## src/cfs_defs.svh

```systemverilog
// Constants for the core flags and stack pointer register block
`ifndef CFS_DEFS_SVH
`define CFS_DEFS_SVH

// Condition code bit positions
`define CFS_BIT_CARRY 0
`define CFS_BIT_ZERO 1
`define CFS_BIT_NEG 2
`define CFS_BIT_PRIO_LOW 3
`define CFS_BIT_HALF 4
`define CFS_BIT_PRIO_HIGH 5
`define CFS_CC_RESET 8'he8

// Priority level codes {priority_bit_high, priority_bit_low}
`define CFS_PRIO_LEVEL0 2'h2
`define CFS_PRIO_LEVEL3 2'h3

// Stack pointer layout
`define CFS_SP_HIGH_FIXED 9'h002
`define CFS_SP_RESET_LOW 7'h7f
`define CFS_SP_RESET_VAL 16'h017f

// Context sizes in stack bytes
`define CFS_INT_BYTES 3'h5
`define CFS_CALL_BYTES 3'h2

// Context byte indices
`define CFS_CTX_PCL 3'h0
`define CFS_CTX_PCH 3'h1
`define CFS_CTX_X 3'h2
`define CFS_CTX_A 3'h3
`define CFS_CTX_CC 3'h4

`endif

```

## src/cfs_pkg.sv

```systemverilog
// Types for the core flags and stack pointer register block
package cfs_pkg;

    typedef enum logic [4:0] {
        CFS_OP_NOP,
        CFS_OP_ADD,
        CFS_OP_ADC,
        CFS_OP_SUB,
        CFS_OP_LOGIC,
        CFS_OP_SHIFT,
        CFS_OP_BIT_TEST,
        CFS_OP_SET_CARRY,
        CFS_OP_CLEAR_CARRY,
        CFS_OP_INT_ENABLE,
        CFS_OP_INT_DISABLE,
        CFS_OP_HALT,
        CFS_OP_WAIT_INT,
        CFS_OP_LOAD_REG,
        CFS_OP_PUSH,
        CFS_OP_POP,
        CFS_OP_LOAD_SP,
        CFS_OP_RESET_SP,
        CFS_OP_JUMP,
        CFS_OP_CALL,
        CFS_OP_RET,
        CFS_OP_INT,
        CFS_OP_INT_RETURN
    } cfs_op_t;

    typedef enum logic [1:0] {
        CFS_SEL_ACC,
        CFS_SEL_X,
        CFS_SEL_Y,
        CFS_SEL_CC
    } cfs_sel_t;

    typedef enum {
        CFS_ST_IDLE,
        CFS_ST_PUSH,
        CFS_ST_POP
    } cfs_state_t;

endpackage
```

## src/cfs_core_regs.sv

```systemverilog
// Core condition flags, stack pointer and context save sequencer
//
// How it works
// [RULE1] Add sets half carry on bit3 carry
// [RULE2] Negative flag copies result bit 7
// [RULE3] Zero flag set when result is zero
// [RULE4] Carry flag shows arithmetic overflow or underflow
// [RULE5] Carry set/cleared by commands, shifts, bit tests
// [RULE6] Bits 5,3 encode priority level code
// [RULE7] Interrupt entry loads priority from vector input
// [RULE8] Priority bits changed by enable/disable/return/halt/wait/pop
// [RULE9] Condition flags pushed and popped whole
// [RULE10] Pointer decrements after push, increments before pop
// [RULE11] Upper nine pointer bits fixed, low seven vary
// [RULE12] Reset or reset command loads 017Fh
// [RULE13] Pointer wraps silently at both limits
// [RULE14] Interrupt writes program counter low first
// [RULE15] Call uses two bytes, interrupt five
// [RULE16] Second index register never auto-saved
// [RULE17] Pointer low byte loadable and readable
// [RULE18] Sixteen-bit program counter from two bytes
// [RULE19] Push PROGRAM_COUNTER_LOW,PROGRAM_COUNTER_HIGH,X,A,CC; return pops reverse
`timescale 1ns/1ps
`include "cfs_defs.svh"

module cfs_core_regs
    import cfs_pkg::*;
#(
    parameter int STACK_DEPTH = 128
) (
    // Clock and reset
    input wire logic clk_in,
    input wire logic rst_n_in,
    // Operation request from the decoder
    input wire logic op_valid_in,
    input wire cfs_op_t op_in,
    input wire cfs_sel_t reg_sel_in,
    input wire logic [7:0] operand_in,
    input wire logic ext_carry_in,
    input wire logic [1:0] vec_prio_in,
    input wire logic [15:0] target_pc_in,
    // Stack memory port
    input wire logic [7:0] mem_rdata_in,
    output logic [15:0] mem_addr_out,
    output logic [7:0] mem_wdata_out,
    output logic mem_we_out,
    output logic mem_re_out,
    // Register state
    output logic busy_out,
    output logic [7:0] cc_out,
    output logic [15:0] sp_out,
    output logic [15:0] pc_out,
    output logic [7:0] acc_out,
    output logic [7:0] x_out,
    output logic [7:0] y_out
);

    // Only a 128-byte stack with nine fixed upper bits is supported
    if (STACK_DEPTH != 128) begin : g_depth_check
        $error("cfs_core_regs: STACK_DEPTH must be 128");
    end

    // ----------------------------------------------------------------
    // State
    // ----------------------------------------------------------------
    cfs_state_t state_reg, state_next;
    logic [2:0] cnt_reg, cnt_next;
    logic [2:0] len_reg, len_next;
    logic is_int_reg, is_int_next;
    logic [1:0] prio_reg, prio_next;
    logic [15:0] tgt_reg, tgt_next;
    logic [7:0] cc_reg, cc_next;
    logic [6:0] sp_reg, sp_next;
    logic [15:0] pc_reg, pc_next;
    logic [7:0] acc_reg, acc_next;
    logic [7:0] x_reg, x_next;
    logic [7:0] y_reg, y_next;

    logic take;
    logic [8:0] sum9;
    logic [4:0] half5;
    logic [7:0] result;
    logic [6:0] sp_up;
    logic [6:0] sp_down;
    logic [2:0] ctx_idx;
    logic [7:0] ctx_byte;
    logic [7:0] sel_byte;

    assign take = op_valid_in && (state_reg == CFS_ST_IDLE);
    assign sp_up = sp_reg + 7'h01; // [RULE13]
    assign sp_down = sp_reg - 7'h01; // [RULE13]
    assign sum9 = {1'b0, acc_reg} + {1'b0, operand_in}
                  + {8'h00, (op_in == CFS_OP_ADC) && cc_reg[`CFS_BIT_CARRY]};
    assign half5 = {1'b0, acc_reg[3:0]} + {1'b0, operand_in[3:0]}
                   + {4'h0, (op_in == CFS_OP_ADC) && cc_reg[`CFS_BIT_CARRY]};

    // Interrupt contexts run forward on push and backward on pop;
    // a call uses only the first two entries
    always_comb begin
        if (state_reg == CFS_ST_PUSH) begin
            ctx_idx = cnt_reg; // [RULE19]
        end else begin
            ctx_idx = len_reg - 3'h1 - cnt_reg; // [RULE19]
        end
    end

    always_comb begin
        unique case (ctx_idx)
            `CFS_CTX_PCL: ctx_byte = pc_reg[7:0];
            `CFS_CTX_PCH: ctx_byte = pc_reg[15:8];
            `CFS_CTX_X: ctx_byte = x_reg;
            `CFS_CTX_A: ctx_byte = acc_reg;
            default: ctx_byte = cc_reg;
        endcase
    end

    always_comb begin
        unique case (reg_sel_in)
            CFS_SEL_ACC: sel_byte = acc_reg;
            CFS_SEL_X: sel_byte = x_reg;
            CFS_SEL_Y: sel_byte = y_reg;
            CFS_SEL_CC: sel_byte = cc_reg;
        endcase
    end

    // ----------------------------------------------------------------
    // Next state
    // ----------------------------------------------------------------
    always_comb begin
        state_next = state_reg;
        cnt_next = cnt_reg;
        len_next = len_reg;
        is_int_next = is_int_reg;
        prio_next = prio_reg;
        tgt_next = tgt_reg;
        cc_next = cc_reg;
        sp_next = sp_reg;
        pc_next = pc_reg;
        acc_next = acc_reg;
        x_next = x_reg;
        y_next = y_reg;
        result = operand_in;
        mem_addr_out = {`CFS_SP_HIGH_FIXED, sp_reg};
        mem_wdata_out = 8'h00;
        mem_we_out = 1'b0;
        mem_re_out = 1'b0;
        unique case (state_reg)
            CFS_ST_IDLE: begin
                if (take) begin
                    unique case (op_in)
                        CFS_OP_ADD, CFS_OP_ADC: begin
                            result = sum9[7:0];
                            acc_next = result;
                            cc_next[`CFS_BIT_HALF] = half5[4]; // [RULE1]
                            cc_next[`CFS_BIT_CARRY] = sum9[8]; // [RULE4]
                        end
                        CFS_OP_SUB: begin
                            result = acc_reg - operand_in;
                            acc_next = result;
                            cc_next[`CFS_BIT_CARRY] = acc_reg < operand_in; // [RULE4]
                        end
                        CFS_OP_LOGIC: begin
                            acc_next = result;
                        end
                        CFS_OP_SHIFT: begin
                            acc_next = result;
                            cc_next[`CFS_BIT_CARRY] = ext_carry_in; // [RULE5]
                        end
                        CFS_OP_BIT_TEST: begin
                            cc_next[`CFS_BIT_CARRY] = ext_carry_in; // [RULE5]
                        end
                        CFS_OP_SET_CARRY: begin
                            cc_next[`CFS_BIT_CARRY] = 1'b1; // [RULE5]
                        end
                        CFS_OP_CLEAR_CARRY: begin
                            cc_next[`CFS_BIT_CARRY] = 1'b0; // [RULE5]
                        end
                        CFS_OP_INT_ENABLE, CFS_OP_HALT, CFS_OP_WAIT_INT: begin
                            // Halt and wait re-open interrupts so the core can wake
                            cc_next[`CFS_BIT_PRIO_HIGH] = 1'b1; // [RULE8]
                            cc_next[`CFS_BIT_PRIO_LOW] = 1'b0; // [RULE6]
                        end
                        CFS_OP_INT_DISABLE: begin
                            cc_next[`CFS_BIT_PRIO_HIGH] = 1'b1; // [RULE8]
                            cc_next[`CFS_BIT_PRIO_LOW] = 1'b1; // [RULE6]
                        end
                        CFS_OP_LOAD_REG: begin
                            unique case (reg_sel_in)
                                CFS_SEL_ACC: acc_next = operand_in;
                                CFS_SEL_X: x_next = operand_in;
                                CFS_SEL_Y: y_next = operand_in;
                                CFS_SEL_CC: cc_next = operand_in;
                            endcase
                        end
                        CFS_OP_PUSH: begin
                            mem_we_out = 1'b1;
                            mem_wdata_out = sel_byte; // [RULE9]
                            sp_next = sp_down; // [RULE10]
                        end
                        CFS_OP_POP: begin
                            mem_re_out = 1'b1;
                            mem_addr_out = {`CFS_SP_HIGH_FIXED, sp_up}; // [RULE10]
                            sp_next = sp_up;
                            unique case (reg_sel_in)
                                CFS_SEL_ACC: acc_next = mem_rdata_in;
                                CFS_SEL_X: x_next = mem_rdata_in;
                                CFS_SEL_Y: y_next = mem_rdata_in;
                                CFS_SEL_CC: cc_next = mem_rdata_in; // [RULE9]
                            endcase
                        end
                        CFS_OP_LOAD_SP: begin
                            sp_next = operand_in[6:0]; // [RULE17]
                        end
                        CFS_OP_RESET_SP: begin
                            sp_next = `CFS_SP_RESET_LOW; // [RULE12]
                        end
                        CFS_OP_JUMP: begin
                            pc_next = target_pc_in; // [RULE18]
                        end
                        CFS_OP_CALL, CFS_OP_INT: begin
                            state_next = CFS_ST_PUSH;
                            cnt_next = 3'h0;
                            is_int_next = op_in == CFS_OP_INT;
                            len_next = (op_in == CFS_OP_INT) ? `CFS_INT_BYTES
                                                            : `CFS_CALL_BYTES; // [RULE15]
                            prio_next = vec_prio_in;
                            tgt_next = target_pc_in;
                        end
                        CFS_OP_RET, CFS_OP_INT_RETURN: begin
                            state_next = CFS_ST_POP;
                            cnt_next = 3'h0;
                            is_int_next = op_in == CFS_OP_INT_RETURN;
                            len_next = (op_in == CFS_OP_INT_RETURN) ? `CFS_INT_BYTES
                                                                   : `CFS_CALL_BYTES;
                        end
                        default: begin
                        end
                    endcase
                    if (op_in inside {CFS_OP_ADD, CFS_OP_ADC, CFS_OP_SUB,
                                      CFS_OP_LOGIC, CFS_OP_SHIFT}) begin
                        cc_next[`CFS_BIT_NEG] = result[7]; // [RULE2]
                        cc_next[`CFS_BIT_ZERO] = result == 8'h00; // [RULE3]
                    end
                end
            end
            CFS_ST_PUSH: begin
                // Context bytes go to successively lower addresses
                mem_we_out = 1'b1;
                mem_wdata_out = ctx_byte; // [RULE14]
                sp_next = sp_down; // [RULE10]
                cnt_next = cnt_reg + 3'h1;
                if (cnt_reg == len_reg - 3'h1) begin
                    state_next = CFS_ST_IDLE;
                    pc_next = tgt_reg;
                    if (is_int_reg) begin
                        // Loaded on the same edge that pushes the old flags to the stack
                        cc_next[`CFS_BIT_PRIO_HIGH] = prio_reg[1]; // [RULE7]
                        cc_next[`CFS_BIT_PRIO_LOW] = prio_reg[0]; // [RULE7]
                    end
                end
            end
            CFS_ST_POP: begin
                mem_re_out = 1'b1;
                mem_addr_out = {`CFS_SP_HIGH_FIXED, sp_up};
                sp_next = sp_up; // [RULE10]
                cnt_next = cnt_reg + 3'h1;
                // The second index register is not part of any context
                unique case (ctx_idx)
                    `CFS_CTX_PCL: pc_next[7:0] = mem_rdata_in;
                    `CFS_CTX_PCH: pc_next[15:8] = mem_rdata_in;
                    `CFS_CTX_X: x_next = mem_rdata_in; // [RULE16]
                    `CFS_CTX_A: acc_next = mem_rdata_in;
                    default: cc_next = mem_rdata_in; // [RULE8]
                endcase
                if (cnt_reg == len_reg - 3'h1) begin
                    state_next = CFS_ST_IDLE;
                end
            end
        endcase
    end

    // ----------------------------------------------------------------
    // Registers
    // ----------------------------------------------------------------
    always_ff @(posedge clk_in) begin
        if (!rst_n_in) begin
            state_reg <= CFS_ST_IDLE;
            cnt_reg <= 3'h0;
            len_reg <= 3'h0;
            is_int_reg <= 1'b0;
            prio_reg <= 2'h0;
            tgt_reg <= 16'h0000;
            cc_reg <= `CFS_CC_RESET;
            sp_reg <= `CFS_SP_RESET_LOW; // [RULE12]
            pc_reg <= 16'h0000;
            acc_reg <= 8'h00;
            x_reg <= 8'h00;
            y_reg <= 8'h00;
        end else begin
            state_reg <= state_next;
            cnt_reg <= cnt_next;
            len_reg <= len_next;
            is_int_reg <= is_int_next;
            prio_reg <= prio_next;
            tgt_reg <= tgt_next;
            cc_reg <= cc_next;
            sp_reg <= sp_next;
            pc_reg <= pc_next;
            acc_reg <= acc_next;
            x_reg <= x_next;
            y_reg <= y_next;
        end
    end

    assign busy_out = state_reg != CFS_ST_IDLE;
    assign cc_out = cc_reg; // [RULE6]
    assign sp_out = {`CFS_SP_HIGH_FIXED, sp_reg}; // [RULE11]
    assign pc_out = pc_reg;
    assign acc_out = acc_reg;
    assign x_out = x_reg;
    assign y_out = y_reg;
endmodule

```

## config.mk

```make
export PLATFORM = sky130hd
export DESIGN_NAME = cfs_core_regs
export DESIGN_NICKNAME = d
export VERILOG_FILES = /design/src/cfs_pkg.sv /design/src/cfs_core_regs.sv
export VERILOG_INCLUDE_DIRS = /design/src
export SDC_FILE = /design/constraint.sdc
export NUM_CORES = 1
export LEC_CHECK = 0
export ABC_AREA = 1
export ABC_CLOCK_PERIOD_IN_PS = 2810
export BUFFER_PORTS_ARGS = -buffer_cell sky130_fd_sc_hd__buf_2
export CAP_MARGIN = 15
export CORE_ASPECT_RATIO = 1.4
export CORE_UTILIZATION = 56
export DETAILED_ROUTE_END_ITERATION = 10
export GPL_TIMING_DRIVEN = 0
export PLACE_DENSITY = 0.81
export SYNTH_ARGS = -nofsm -noshare
export SYNTH_HDL_FRONTEND = slang
export SYNTH_SLANG_ARGS = --single-unit
```

## constraint.sdc

```tcl
create_clock -name clk_in -period 2.81 [get_ports clk_in]
set_input_delay 0.1405 -clock clk_in [delete_from_list [all_inputs] [get_ports clk_in]]
set_output_delay 0.1405 -clock clk_in [all_outputs]
set_load 0.05 [all_outputs]
```

==> impl_metrics.json <==
{
  "outcome": "complete, no violations",
  "vdd_ir_drop_max_mv": 0.433,
  "grt_use_total_pct": 39.9,
  "detailed_place_hpwl_microns": 18800,
  "final_util_pct": 70.2,
  "dr_total_vias": 8026,
  "setup_repair_after_global_routing_missed_its_margin": "yes",
  "drt_first_iter_violations": 815,
  "fin_crit_sh_pct": 99.6,
  "finalSetupViolations": 0,
  "critical_path_class": "flip-flop to output port",
  "route.detailed.vias_per_inst": 5.93,
  "fin_skew_ps": 6.94,
  "tritoncts_clock_tree": "done",
  "postSynthCellCount": 1051,
  "met1_usage_pct": 44.1,
  "leakage_nw": 3.93,
  "power.density_nw_per_um2": 656,
  "grt-busiest-layer": "met2",
  "grt_overflow": 0,
  "cts.reportedPaths.clkPinSlew_ps": 70,
  "cp.required_ps": 2670,
  "tightest_hold_check_type": "primary input to flip-flop",
  "post_synthesis_register_bit_count": 80,
  "synth_seq_area_share_pct": 24.4,
  "slew-limit-headroom_pct": 48.7,
  "largest_net_degree_at_the_start_of_global_routing": 14,
  "dominantRegCellSynth": "dfxtp_1",
  "finalCriticalPeriod_ps": 2800,
  "row_count": 46,
  "cp_cell_sequence": "inv_2 > ha_4 > inv_2 > fa_2 > o21ai_4 > nand2_2 > nor2_4 > nand2_1 > nand3_2 > a21oi_2 > o21ai_2 > buf_6",
  "top_area_cell_type_share_of_the_netlist_area_pct": 24.4,
  "first_global_vias": 7428,
  "cp_top_family": "adder cells",
  "detail-route-antenna-nets": 0,
  "critical-path-slowest-cell": "fa_2",
  "gr-usage-met3_pct": 8.16,
  "drive_gt1_share_pct": 21.3,
  "synth_edf_count": 0,
  "core_area_sq_um": 11400,
  "tns_setup_ps": 0,
  "placement.setup.worst_slack_ps": 55.1,
  "netSwitchingPower_mw": 2.46,
  "fin_hold_ws_ps": 22.7,
  "detailed_place.area_sq_um": 7390,
  "p_seq_share_pct": 26.8,
  "die_area_sq_um": 12200,
  "first_pass_grt_wire_length_microns": 37000,
  "routabilityCongestion": 1.02,
  "detailedRoute.firstPassIterationCount": 5,
  "antenna_violations_before_repair": 0,
  "critical_path.n_buffers_inverters": 3,
  "route.detailed.drc": 0,
  "numClockSinks": 80,
  "top_level_ports": 136,
  "slowest_delay_ps": 450,
  "cts.root.buffer_cell": "clkbuf_16",
  "ctsHoldBuffers": 0,
  "pin_slew_with_the_least_headroom_to_its_limit_ps": 770,
  "clock_path_buffers": 2,
  "fmaxAchievable_ghz": 0.357,
  "final_net_count": 1278,
  "timing.final.max_slew_violations": 0,
  "cts-buffers-inserted": 9,
  "die-width_microns": 93.6,
  "p_comb_share_pct": 48.9,
  "post_syn_area_sq_um": 6580,
  "async_flop_share_pct": 0,
  "synth_cell_types": 44,
  "layout-area-overhead-vs-synth_pct": 21.6,
  "timing_hold_violations_final": 0,
  "buffer_ports.inserted": 115,
  "final_wirelength_microns": 24400,
  "synthDominantAreaCellType": "dfxtp_1",
  "floorplan.initialDensity_pct": 57.7,
  "setup.worst_path.start_class": "flip-flop",
  "clockPowerShare_pct": 24.2,
  "count_of_antenna_diodes_in_the_layout": 0,
  "cell_internal_pwr_mw": 2.79,
  "syn_avg_cell_area_sq_um": 6.26,
  "routedWlPerCell_microns": 18.1,
  "post-synth-top-count-cell": "nand2_1",
  "setup_ws_ps": 9.88,
  "worstSkewPairLatency_ps": 350,
  "sw_frac_of_total_pct": 46.9,
  "worst_ep_arrival_time_ps": 2660,
  "grt_util_met2_pct": 69.3,
  "worstSetupEndpointType": "output port",
  "floorplan.die.height_microns": 130,
  "synth_top_cells_by_area": "dfxtp_1, nand2_1, o21ai_0",
  "h-tree-depth": 3,
  "regToRegSetupSlack_ps": 230,
  "design_area_sq_um": 8000,
  "cap_viol_max_count": 0,
  "cpMostUsedCell": "inv_2",
  "worstPathMaxFanout": 7,
  "synth_common_cells": "nand2_1, o21ai_0, inv_1",
  "synth-warning-count": 0
}
## worst paths after layout
| check | from | endpoint | cells past startpoint |
|---|---|---|---|
| worst max-delay path | len_reg[0]$_SDFFE_PN0P_ | mem_wdata_out[6] | 12 |
| worst min-delay path | vec_prio_in[0] | prio_reg[0]$_SDFFE_PN0P_ | 3 |
| worst max register to register | acc_out[0]$_SDFFE_PN0P_ | cc_out[1]$_SDFFE_PN0P_ | 14 |
| worst min register to register | state_reg[1]$_SDFFE_PN0P_ | state_reg[1]$_SDFFE_PN0P_ | 2 |
## kinds of logic after synthesis
group / Yosys count / synth area share [%]
compound gates: 270 / 23.6
fa+ha+maj: 29 / 5.98
buf+inv: 177 / 12.3
xor+xnor: 12 / 1.60
simple gates: 481 / 32.1
other cells: 2 / 0.114
flops: 80 / 24.4
## repair_timing
action | 4_1_cts | 5_1_grt
buffers inserted | 7 | 2
gates cloned | 0 | 2
pin swaps | 8 | 16
setup endpoints to repair | 8 | 10
gates resized for setup | 17 | 41
## cell usage in the layout (no fill, tap or decap), types with 16 or more instances in the layout
cell / n
clkbuf_1: 18
a21oi_1: 87
buf_4: 30
o211ai_1: 32
buf_2: 115
dfxtp_1: 79
nand4_1: 16
inv_1: 102
o21ai_0: 104
ha_1: 23
conb_1: 18
nand3_1: 87
nor2_1: 93
nand2_1: 243
## per-layer routing
metal / up-vias / wire length, microns
met5: - / 0
met4: 0 / 1730
met3: 125 / 2310
met2: 544 / 11600
met1: 3593 / 8760
li1: 3764 / -
## metrics by stage
step / instances / total power [mW]
final: 1353 / 5.25
after global routing: 1353 / 5.47
after CTS: 1349 / 5.07
after detailed placement: 1326 / 3.73
after global placement: 1326 / 3.71
after floorplan: 1067 / 3.15
## worst register-to-register path, stage by stage (launching register included)
cell and delay [ps]:
dfxtp_1 410, inv_1 150, fa_1 460, fa_1 440, inv_1 70, nand2_1 60
nand2_1 160, nand2_1 70, nand2_1 90, nand3_1 80, nand2_1 70, nand3_1 80
nor2_1 100, nand3_1 80, a21oi_1 180
## power groups by stage
stage                     Sequential (mW)  Clock, mW  Combinational [mW]
after floorplan                      1.72          0                1.43
after global placement               1.42          0                2.29
after detailed placement             1.42          0                2.31
after CTS                            1.39       1.26                2.42
after global routing                 1.42       1.31                2.75
final                                1.41       1.27                2.57
## cell type report
| cell class | instances | area [sq um] |
|---|---|---|
| flip-flops and latches | 80 | 1600 |
| repair buffers | 124 | 729 |
| inverters | 121 | 460 |
| plain buffers | 56 | 357 |
| clock buffers | 10 | 229 |
| multi-input cells | 812 | 4360 |
| well taps | 144 | 180 |
| fillers | 1061 | 3400 |
| clock inverters | 6 | 83.8 |
No activity file was read; power rests on OpenSTA's default activity.
